### config.mk
export PLATFORM = sky130hd
export DESIGN_NAME = otg_control_register
export DESIGN_NICKNAME = d
export VERILOG_FILES = /design/src/rtl/otg_control_pkg.sv /design/src/rtl/otg_control_register.sv
export VERILOG_INCLUDE_DIRS = /design/src /design/src/rtl
export SDC_FILE = /design/constraint.sdc
export NUM_CORES = 1
export LEC_CHECK = 0
export BUFFER_PORTS_ARGS = -buffer_cell sky130_fd_sc_hd__buf_2
export CORE_MARGIN = 2
export CORE_UTILIZATION = 48
export CTS_BUF_LIST = sky130_fd_sc_hd__clkbuf_8 sky130_fd_sc_hd__clkbuf_16
export DETAILED_ROUTE_END_ITERATION = 12
export PLACE_DENSITY = 0.93
export SLEW_MARGIN = 20
export SYNTH_ARGS = -nofsm -noshare
export SYNTH_HDL_FRONTEND = slang
export SYNTH_SLANG_ARGS = --single-unit
### constraint.sdc
create_clock -name clk_sys_i -period 1.77 [get_ports clk_sys_i]
set_input_delay 0.354 -clock clk_sys_i [delete_from_list [all_inputs] [get_ports clk_sys_i]]
set_output_delay 0.354 -clock clk_sys_i [all_outputs]
set_load 0.01 [all_outputs]
### src/rtl/otg_control_consts.svh
// Offsets, field positions and reset value of the OTG control register
`ifndef OTG_CONTROL_CONSTS_SVH
`define OTG_CONTROL_CONSTS_SVH

`define OTG_ADDR_WRITE      6'h0A
`define OTG_ADDR_SET        6'h0B
`define OTG_ADDR_CLEAR      6'h0C

`define OTG_BIT_EXT_FAULT   7
`define OTG_BIT_EXT_SUPPLY  6
`define OTG_BIT_DRIVE       5
`define OTG_BIT_CHARGE      4
`define OTG_BIT_DISCHARGE   3
`define OTG_BIT_MINUS_PD    2
`define OTG_BIT_PLUS_PD     1
`define OTG_BIT_ID_LINE_PULLUP_SAMPLE   0

`define OTG_RESET_VALUE     8'h06

`endif

### src/rtl/otg_control_pkg.sv
// Types shared by the OTG control register block
package otg_control_pkg;
  typedef logic [7:0] reg_byte_t;
  typedef logic [5:0] reg_addr_t;
  typedef enum logic [1:0] {
    ACC_WRITE,
    ACC_SET,
    ACC_CLEAR,
    ACC_NONE
  } access_kind_t;
endpackage : otg_control_pkg

### src/rtl/otg_control_register.sv
// OTG control register: bus power sourcing, sensing and data-line resistor control
// What this block does
// - Read 0Ah-0Ch; write 0Ah, set 0Bh, clear 0Ch
// - Bit 7 picks fault pin over comparator
// - Bit 6 selects external supply, drives switch low
// - Bit 5 drives 5 V bus power
// - Bit 4 connects charging resistor
// - Bit 3 connects discharge resistor
// - Bit 2 minus pull-down, reset one
// - Bit 1 plus pull-down, reset one
// - Bit 0 ID pull-up and sampler
`timescale 1ns/10ps
`include "otg_control_consts.svh"

module otg_control_register
  import otg_control_pkg::*;
(
  // Clock and reset
  input  wire logic       clk_sys_i,
  input  wire logic       nrst_i,
  // Register port
  input  wire logic       reg_wr_i,
  input  wire logic       reg_rd_i,
  input  wire logic [5:0] reg_addr_i,
  input  wire logic [7:0] reg_wdata_i,
  output logic      [7:0] reg_rdata_o,
  output logic            reg_rvalid_o,
  // Bus power sensing
  input  wire logic       comparator_valid_i,
  input  wire logic       external_fault_i,
  output logic            bus_power_valid_o,
  // Bus power control
  output logic            power_switch_out_n_o,
  output logic            bus_power_drive_o,
  output logic            bus_power_charge_o,
  output logic            bus_power_discharge_o,
  // Line resistors
  output logic            minus_line_pulldown_o,
  output logic            plus_line_pulldown_o,
  output logic            id_line_pullup_sample_o
);

  // Reset value leaves both data-line pull-downs on so an idle host sees SE0
  localparam reg_byte_t RESET_BYTE = `OTG_RESET_VALUE;

  // Stored register and its next value
  reg_byte_t    otg_control_r;
  reg_byte_t    otg_control_nxt;
  access_kind_t kind;

  // Read port
  reg_byte_t    rdata_r;
  reg_byte_t    rdata_nxt;
  logic         rvalid_r;
  logic         rvalid_nxt;

  // Bus power sensing
  logic         valid_r;
  logic         valid_nxt;

  // Bus power controls, one flop each so no pin sees a gate
  logic         switch_n_r;
  logic         switch_n_nxt;
  logic         drive_r;
  logic         drive_nxt;
  logic         charge_r;
  logic         charge_nxt;
  logic         discharge_r;
  logic         discharge_nxt;

  // Line resistor controls
  logic         minus_pd_r;
  logic         minus_pd_nxt;
  logic         plus_pd_r;
  logic         plus_pd_nxt;
  logic         id_line_pullup_sample_r;
  logic         id_line_pullup_sample_nxt;

  // Unmapped addresses decode to no access at all
  function automatic access_kind_t decode(input reg_addr_t a);
    case (a)
      `OTG_ADDR_WRITE: decode = ACC_WRITE;
      `OTG_ADDR_SET:   decode = ACC_SET;
      `OTG_ADDR_CLEAR: decode = ACC_CLEAR;
      default:         decode = ACC_NONE;
    endcase
  endfunction : decode

  // Applies one write of the given kind to the current value
  function automatic reg_byte_t merge_access(input access_kind_t k, input reg_byte_t cur, input reg_byte_t data);
    case (k)
      ACC_WRITE: merge_access = data;
      ACC_SET:   merge_access = cur | data;
      ACC_CLEAR: merge_access = cur & ~data;
      default:   merge_access = cur;
    endcase
  endfunction : merge_access

  // Register group
  always_comb begin
    kind            = decode(reg_addr_i);
    otg_control_nxt = otg_control_r;
    if (reg_wr_i) begin
      otg_control_nxt = merge_access(kind, otg_control_r, reg_wdata_i);
    end
  end

  always_ff @(posedge clk_sys_i or negedge nrst_i) begin
    if (!nrst_i) begin
      otg_control_r <= RESET_BYTE;
    end else begin
      otg_control_r <= otg_control_nxt;
    end
  end

  // Read group: any of the three addresses reads the register, others read zero.
  // A read in the same cycle as a write returns the old value.
  always_comb begin
    rvalid_nxt = reg_rd_i;
    rdata_nxt  = 8'h00;
    if (reg_rd_i && (decode(reg_addr_i) != ACC_NONE)) begin
      rdata_nxt = otg_control_r;
    end
  end

  always_ff @(posedge clk_sys_i or negedge nrst_i) begin
    if (!nrst_i) begin
      rdata_r  <= 8'h00;
      rvalid_r <= 1'b0;
    end else begin
      rdata_r  <= rdata_nxt;
      rvalid_r <= rvalid_nxt;
    end
  end

  // Sensing group: the source follows the stored select bit, one cycle late.
  // The extra cycle keeps the indicator glitch-free when the select flips.
  always_comb begin
    if (otg_control_r[`OTG_BIT_EXT_FAULT]) begin
      valid_nxt = external_fault_i;
    end else begin
      valid_nxt = comparator_valid_i;
    end
  end

  always_ff @(posedge clk_sys_i or negedge nrst_i) begin
    if (!nrst_i) begin
      valid_r <= 1'b0;
    end else begin
      valid_r <= valid_nxt;
    end
  end

  // Power group: taken from the next register value so pins move with the register.
  // No interlock between charge and discharge; the link owns that sequencing
  always_comb begin
    switch_n_nxt  = ~otg_control_nxt[`OTG_BIT_EXT_SUPPLY];
    drive_nxt     = otg_control_nxt[`OTG_BIT_DRIVE];
    charge_nxt    = otg_control_nxt[`OTG_BIT_CHARGE];
    discharge_nxt = otg_control_nxt[`OTG_BIT_DISCHARGE];
  end

  always_ff @(posedge clk_sys_i or negedge nrst_i) begin
    if (!nrst_i) begin
      switch_n_r  <= ~RESET_BYTE[`OTG_BIT_EXT_SUPPLY];
      drive_r     <= RESET_BYTE[`OTG_BIT_DRIVE];
      charge_r    <= RESET_BYTE[`OTG_BIT_CHARGE];
      discharge_r <= RESET_BYTE[`OTG_BIT_DISCHARGE];
    end else begin
      switch_n_r  <= switch_n_nxt;
      drive_r     <= drive_nxt;
      charge_r    <= charge_nxt;
      discharge_r <= discharge_nxt;
    end
  end

  // Resistor group
  always_comb begin
    minus_pd_nxt  = otg_control_nxt[`OTG_BIT_MINUS_PD];
    plus_pd_nxt   = otg_control_nxt[`OTG_BIT_PLUS_PD];
    id_line_pullup_sample_nxt = otg_control_nxt[`OTG_BIT_ID_LINE_PULLUP_SAMPLE];
  end

  // Clearing the ID sampler bit is the power-saving setting
  always_ff @(posedge clk_sys_i or negedge nrst_i) begin
    if (!nrst_i) begin
      minus_pd_r  <= RESET_BYTE[`OTG_BIT_MINUS_PD];
      plus_pd_r   <= RESET_BYTE[`OTG_BIT_PLUS_PD];
      id_line_pullup_sample_r <= RESET_BYTE[`OTG_BIT_ID_LINE_PULLUP_SAMPLE];
    end else begin
      minus_pd_r  <= minus_pd_nxt;
      plus_pd_r   <= plus_pd_nxt;
      id_line_pullup_sample_r <= id_line_pullup_sample_nxt;
    end
  end

  // Every output comes straight from a flop
  assign reg_rdata_o             = rdata_r;
  assign reg_rvalid_o            = rvalid_r;
  assign bus_power_valid_o       = valid_r;

  assign power_switch_out_n_o    = switch_n_r;
  assign bus_power_drive_o       = drive_r;
  assign bus_power_charge_o      = charge_r;
  assign bus_power_discharge_o   = discharge_r;

  assign minus_line_pulldown_o   = minus_pd_r;
  assign plus_line_pulldown_o    = plus_pd_r;
  assign id_line_pullup_sample_o = id_line_pullup_sample_r;

  // The two registered read-port outputs, the sensing output and seven control pins
  // all reset asynchronously with the register itself.

endmodule : otg_control_register

==> results_dict.tcl, run 1 <==
set metrics [dict create \
    cpLargestDelayFamily "simple AND/OR/NAND/NOR gates" \
    root_buffer "clkbuf_8" \
    gr-total-overflow 0 \
    grt_pass1_wl_mm 2.925 \
    async_reset_ff_share_pct 100.0 \
    status "finished, final reports clean" \
    mostFrequentLayoutCells "buf_2, dfrtp_1, nand2_1, and2_1, a31oi_1" \
    nets 136 \
    maxSlewViolCount 0 \
    leakage_nw 0.5588 \
    final_util_pct 65.62 \
    clockBufferDepth 2 \
    hold_buffers 0 \
    crit_type "in -> reg" \
    powerDensity_mw_per_mm2 922.5 \
    worstSkewPairLatency_ns 0.26 \
    skew_ns 0.003581 \
    cts_tree "yes" \
    syn-cell-area_um2 830.8 \
    syn-num-nets 95 \
    antenna_found_initial 0 \
    hold_viol_final 0 \
    grt_pass1_vias 695 \
    fmax_mhz 697.6 \
    synth_seq_cells 19 \
    synth.avg_cell_area_um2 11.08 \
    synth.distinct_cells 21 \
    clk_pin_slew_ns 0.07 \
    yosys.area.top_type "dfrtp_1" \
    drcViolationCount 0 \
    yosysSeqAreaShare_pct 57.68 \
    finalPower_mw 1.011 \
    vias 751 \
    cts_buffers 3 \
    grt_start_max_net_pins 20 \
    max_cap_viol_count 0 \
    clkSinkCount 19 \
    dr.pass1.iters 4 \
    avgRoutedWirePerCell_um 14.80 \
    viasPerCell 5.689 \
    slowest_delay_ns 0.54 \
    die_h_um 45.61 \
    io_buffers 36 \
    crit_path_end_kind "register" \
    dp_hpwl_mm 1.393 \
    synth_top_area_share_pct 48.19 \
    worst_pin_slew_ns 0.4826 \
    rsz0062_at_grt "no" \
    whs_ns 0.01980 \
    required_ns 1.97 \
    synth-edff-count 0 \
    antenna_left 0 \
    design_area_mm2 0.001096 \
    die-area_mm2 0.002080 \
    coreArea_mm2 0.001670 \
    worstPathArrival_ns 1.63 \
    period_share_pct 80.99 \
    placed_cell_area_mm2 0.001050 \
    first_iter_violations 32 \
    cts_resized 0 \
    ys_warn_count 0 \
    syn_inst 75 \
    critical_path.slowest_cell "a2111oi_4" \
    drive_gt1_share_pct 45.22 \
    cts_setup_buffers 0 \
    path_max_fanout 8 \
    max_slew_margin_pct 67.83 \
    synthFlopType "dfrtp_1" \
    num_antenna_cells 0 \
    place.gp.congestion 0.8119 \
    area_growth_syn_to_layout_pct 31.93 \
    start_util_pct 49.74 \
    htreeDepth 1 \
    ir_drop_mv 0.5703 \
    setup_tns_ns 0 \
    routed_wl_mm 1.954 \
    ys_top_cells_by_area "dfrtp_1, dfstp_2, a31oi_1" \
    fp-row-count 15 \
    grt_usage_pct 20.35 \
    mostFrequentLayoutCell "buf_2" \
    die_w_um 45.61 \
    io_pins 37 \
    report.final.setup_viol 0 \
    startpoint_type "input port" \
    period_minus_slack_ns 1.433 \
    worstPathCellList "buf_2 > or3b_4 > a2111oi_4 > and2_1" \
    crit_buf_inv 1 \
    hold_class "in -> async" \
]
-- synth_stat cells (2+ instances only) --
library cell / count
and2_1: 8
a31oi_1: 8
o22ai_1: 7
clkbuf_1: 4
nor2b_1: 2
dfstp_2: 3
dfrtp_1: 16
a21oi_1: 7
nand2_1: 8
-- layer usage --
metal / up-vias / wire length, um / track usage [%]
met5: - / 0 / 0
met4: 0 / 29 / 13.53
met3: 4 / 123 / 3.571
met2: 41 / 1029 / 36.06
met1: 358 / 771 / 21.64
li1: 348 / - / -
-- cells by family after synthesis --
logic type             share of synthesized area [%]
AND/OR/NAND/NOR                                17.92
AO/OA/AOI/OAI                                  19.73
flip-flops                                     57.68
buffers and inverters                          3.312
multiplexers                                   1.355
-- final timing paths --
check / startpoint / endpoint / slack [ns] / cells past startpoint
hold / removal: nrst_i / reg_rdata_o[3] / 0.02 / 1
setup reg to reg: otg_control_r[7] / bus_power_valid_o / 0.95 / 1
setup / recovery: reg_addr_i[0] / reg_rdata_o[1] / 0.34 / 4
hold reg to reg: register / reg_rdata_o[6] / 0.50 / 1
max in group asynchronous: nrst_i / otg_control_r[1] / 1.43 / 1
min in group clk_sys_i: reg_rd_i / reg_rvalid_o / 0.21 / 1
-- power by group --
group          switching (mW)  internal, mW  total (mW)  leakage [nW]
Sequential             0.0281         0.491       0.519         0.243
Combinational           0.101        0.0872       0.189         0.290
Clock                   0.147         0.157       0.304        0.0255
-- registers in the layout (all words and copies together) (netlist names), named ones only --
signal / cells
reg_rdata_o: 8
otg_control_r: 7
bus_power_valid_o: 1
power_switch_out_n_o: 1
reg_rvalid_o: 1
-- layout make-up --
type,instances,area [um^2]
Clock buffer,3,41.29
Clock inverter,1,5.005
Fill cell,128,574.3
Multi-Input combinational cell,50,324.1
Sequential cell,19,479.2
Tap cell,17,21.27
Timing Repair Buffer,42,225.2
-- per-stage QoR --
stage	setup slack, ns	instances
CTS	0.3373	132
global route	0.2760	132
detailed placement	0.06929	128
finish	0.3365	132
global placement	0.1449	128
floorplan	0.2351	75
Power figures use the tool's default switching activity.
==> inputs of run 2 (changes only) <==
Settings changed: CORE_UTILIZATION 48 to 45, PLACE_DENSITY 0.93 to 0.89.
Clock period 1.77 ns to 1.4 ns, I/O delays scaled along.
==> results_dict.tcl, run 2 (same netlist as run 1, synthesis figures left out) <==
set metrics [dict create \
    hold_class "in -> reg" \
    mostFrequentLayoutCell "buf_2" \
    avgRoutedWirePerCell_um 12.76 \
    setup_tns_ns 0 \
    finalPower_mw 1.264 \
    cts_resized 0 \
    reg2reg_slack_ns 0.57 \
    worst_hold_path.endpoint "reg_rvalid_o" \
    grt_pass1_vias 683 \
    period_minus_slack_ns 1.235 \
    nets 140 \
    worstPathArrival_ns 1.42 \
    fp-row-count 15 \
    leakage_nw 0.5797 \
    clk_pin_slew_ns 0.07 \
    vias 767 \
    viasPerCell 5.326 \
    crit_path_end_kind "register" \
    n_fill_cell 154 \
    grt_start_max_net_pins 20 \
    regArea_um2 479.2 \
    root_buffer "clkbuf_8" \
    drcViolationCount 0 \
    dp_hpwl_mm 1.341 \
    cts_buffers 3 \
    htreeDepth 1 \
    max_cap_viol_count 0 \
    crit_buf_inv 2 \
    die_h_um 46.97 \
    clockBufferDepth 2 \
    final_cells 144 \
    timing.rr.start "otg_control_r[7]" \
    cts_setup_buffers 0 \
    start_util_pct 48.12 \
    num_antenna_cells 0 \
    largest_reg_flops 8 \
    skew_ns 0.002294 \
    gr-total-overflow 0 \
    grt_pass1_wl_mm 2.835 \
    crit_type "in -> reg" \
    place_ws_ns -0.1024 \
    path_max_fanout 10 \
    whs_ns 0.1483 \
    place.gp.congestion 0.7512 \
    multi_input_area_um2 324.1 \
    cts_tree "yes" \
    report.final.setup_viol 0 \
    required_ns 1.59 \
    dr.pass1.iters 4 \
    hold_viol_final 0 \
    worstSkewPairLatency_ns 0.25 \
    fmax_mhz 809.6 \
    worstRegToRegCells 1 \
    design_area_mm2 0.001137 \
    max_slew_margin_pct 60.67 \
    first_iter_violations 30 \
    die_w_um 46.97 \
    min-delay-start "reg_rd_i" \
    io_buffers 36 \
    mostFrequentLayoutCells "buf_2, dfrtp_1, buf_4" \
    dpl.cell_count 139 \
    whs_path_depth 1 \
    worstPathCellList "buf_2 > buf_4 > nor2b_1 > a31oi_1 > a21o_1" \
    clkSinkCount 19 \
    cpLargestDelayFamily "simple AND/OR/NAND/NOR gates" \
    setup_slack_ns 0.1648 \
    rsz0062_at_grt "no" \
    antenna_left 0 \
    startpoint_type "input port" \
    period_share_pct 88.23 \
    coreArea_mm2 0.001727 \
    powerDensity_mw_per_mm2 1111 \
    maxSlewViolCount 0 \
    die-area_mm2 0.002206 \
    slowest_delay_ns 0.51 \
    antenna_found_initial 0 \
    critical_path.slowest_cell "nor2b_1" \
    final_util_pct 65.87 \
    io_pins 37 \
    ir_drop_mv 0.8394 \
    routed_wl_mm 1.837 \
    worst_pin_slew_ns 0.5887 \
    status "finished, final reports clean" \
    rr_endpoint "bus_power_valid_o" \
    drive_gt1_share_pct 45.38 \
    grt_usage_pct 18.72 \
    area_growth_syn_to_layout_pct 36.90 \
    placed_cell_area_mm2 0.001082 \
]
run 2: changes by cell type in the layout (fill, tap and decap cells not counted):
cell,before,now
clkinv_2,1,0
buf_4,6,9
dlygate4sd3_1,0,1
inv_1,0,1
run 2: cell type report:
class	count	area share [%]
Clock buffer	3	3.630
Clock inverter	1	0.3300
Multi-Input combinational cell	50	28.49
Sequential cell	19	42.13
Tap cell	25	2.750
Timing Repair Buffer	46	22.66
run 2: metal layers:
metal,wire [um],vias to the layer above,GRT usage [%]
met5,0,-,0
met3,133,5,3.462
met4,44,0,10.00
met1,720,358,24.04
met2,939,42,29.86
li1,-,362,-
run 2: how the worst max path moves through the flow:
stage	depth (start not counted)	startpoint	to
final	5	reg_addr_i[1]	power_switch_out_n_o
after global routing	5	reg_addr_i[1]	power_switch_out_n_o
after CTS	5	reg_addr_i[2]	power_switch_out_n_o
after detailed placement	5	reg_addr_i[2]	power_switch_out_n_o
after global placement	5	reg_addr_i[1]	reg_rdata_o[2]
after floorplan	4	reg_addr_i[2]	reg_rdata_o[0]
run 2: power breakdown:
group	switching, mW	internal (mW)	total, mW
combinational	0.130	0.115	0.245
clock	0.168	0.195	0.363
sequential	0.0354	0.621	0.656
run 2: what timing repair did:
item	4_1_cts	5_1_grt
hold endpoints to repair	16	0
setup endpoints to repair	0	0
hold buffers	1	0
==> inputs of run 3 (changes only) <==
==> constraint.sdc (replaced) <==
create_clock -name clk_sys_i -period 1.4 [get_ports clk_sys_i]
set_input_delay 0.14 -clock clk_sys_i [delete_from_list [all_inputs] [get_ports clk_sys_i]]
set_output_delay 0.14 -clock clk_sys_i [all_outputs]
set_load 0.01 [all_outputs]
==> results_dict.tcl, run 3 (same netlist as run 1, synthesis figures left out) <==
set metrics [dict create \
    final_util_pct 65.07 \
    gr-total-overflow 0 \
    placed_cell_area_mm2 0.001067 \
    coreArea_mm2 0.001727 \
    first_iter_violations 28 \
    io_buffers 36 \
    cpLargestDelayFamily "simple AND/OR/NAND/NOR gates" \
    htreeDepth 1 \
    maxSlewViolCount 0 \
    clockBufferDepth 2 \
    num_antenna_cells 0 \
    crit_path_end_kind "register" \
    vias 745 \
    mostFrequentLayoutCell "buf_2" \
    clk_pin_slew_ns 0.07 \
    viasPerCell 5.246 \
    root_buffer "clkbuf_8" \
    critical_path.slowest_cell "a2111oi_4" \
    worst_hold_path.endpoint "reg_rvalid_o" \
    largest_reg_flops 8 \
    die_w_um 46.97 \
    mostFrequentLayoutCells "buf_2, dfrtp_1, nand2_1, and2_1, a31oi_1" \
    report.final.setup_viol 0 \
    grt_usage_pct 18.36 \
    clkSinkCount 19 \
    startpoint_type "input port" \
    fp-row-count 15 \
    dp_hpwl_mm 1.291 \
    timing.rr.start "otg_control_r[7]" \
    hold_viol_final 0 \
    start_util_pct 48.12 \
    rsz0062_at_grt "no" \
    cts_resized 0 \
    whs_path_depth 1 \
    multi_input_area_um2 324.1 \
    crit_type "in -> reg" \
    skew_ns 0.0006373 \
    grt_pass1_wl_mm 2.822 \
    grt_start_max_net_pins 20 \
    place_ws_ns -0.08373 \
    die_h_um 46.97 \
    design_area_mm2 0.001124 \
    ir_drop_mv 0.5413 \
    place.gp.congestion 0.7971 \
    nets 138 \
    worstPathArrival_ns 1.40 \
    dr.pass1.iters 4 \
    setup_tns_ns 0 \
    n_fill_cell 147 \
    min-delay-start "reg_rd_i" \
    antenna_left 0 \
    die-area_mm2 0.002206 \
    hold_class "in -> reg" \
    regArea_um2 479.2 \
    worstSkewPairLatency_ns 0.25 \
    max_slew_margin_pct 68.63 \
    worstPathCellList "buf_2 > or3b_4 > a2111oi_4 > and2_1" \
    routed_wl_mm 1.726 \
    worst_pin_slew_ns 0.4706 \
    io_pins 37 \
    status "finished, final reports clean" \
    fmax_mhz 832.0 \
    grt_pass1_vias 687 \
    max_cap_viol_count 0 \
    setup_slack_ns 0.1981 \
    cts_buffers 3 \
    worstRegToRegCells 1 \
    drive_gt1_share_pct 45.30 \
    reg2reg_slack_ns 0.58 \
    required_ns 1.59 \
    powerDensity_mw_per_mm2 1128 \
    path_max_fanout 8 \
    antenna_found_initial 0 \
    period_share_pct 85.85 \
    drcViolationCount 0 \
    crit_buf_inv 1 \
    slowest_delay_ns 0.53 \
    finalPower_mw 1.267 \
    setup.worst_path.start "reg_addr_i[0]" \
    area_growth_syn_to_layout_pct 35.24 \
    avgRoutedWirePerCell_um 12.15 \
    cts_tree "yes" \
    leakage_nw 0.5684 \
    rr_endpoint "bus_power_valid_o" \
    period_minus_slack_ns 1.202 \
]
-- run 3: changes by cell type in the layout (fill, tap and decap cells not counted), sizes merged --
| cell | before | now |
|---|---|---|
| buf | 45 | 43 |
| clkinv | 0 | 1 |
| inv | 1 | 0 |
-- run 3: stage by stage --
| step | instances | hold slack (ns) |
|---|---|---|
| after floorplan | 75 | -0.1556 |
| after global placement | 137 | 0.08511 |
| after detailed placement | 137 | 0.08879 |
| after CTS | 142 | 0.008892 |
| after global routing | 142 | 0.01019 |
| final | 142 | 0.01007 |
-- run 3: how the worst max path moves through the flow --
| stage | cells after the start | slack [ns] | to |
|---|---|---|---|
| 6_report | 4 | 0.20 | reg_rdata_o[1] |
| 3_3_place_gp | 4 | -0.03 | reg_rdata_o[6] |
| 4_1_cts | 4 | 0.18 | reg_rdata_o[1] |
| 3_5_place_dp | 4 | -0.08 | reg_rdata_o[1] |
| 5_1_grt | 4 | 0.15 | reg_rdata_o[7] |
| 2_1_floorplan | 4 | 0.08 | reg_rdata_o[0] |
-- run 3: layer usage --
layer | GRT usage [%] | share of wire [%] | vias to the layer above
li1 | - | - | 358
met1 | 23.73 | 43 | 337
met2 | 28.22 | 46 | 46
met3 | 3.846 | 9.4 | 4
met4 | 11.11 | 1.8 | 0
met5 | 0 | 0 | -
-- run 3: where the power goes --
part	internal, mW	switching (mW)
Clock	0.198	0.172
Combinational	0.113	0.127
Sequential	0.621	0.0375
-- run 3: cell type report --
type                       instances  share of cell area [%]
clock buffer                       3                   3.675
clock inverter                     1                  0.4454
multi-input combinational         50                   28.84
sequential                        19                   42.65
tap                               25                   2.784
timing repair buffer              44                   21.60
-- run 3: repair_timing --
item,CTS,global route
hold buffers,1,0
setup buffers,0,0
hold endpoints to repair,16,0
endpoints found under the setup margin,0,0
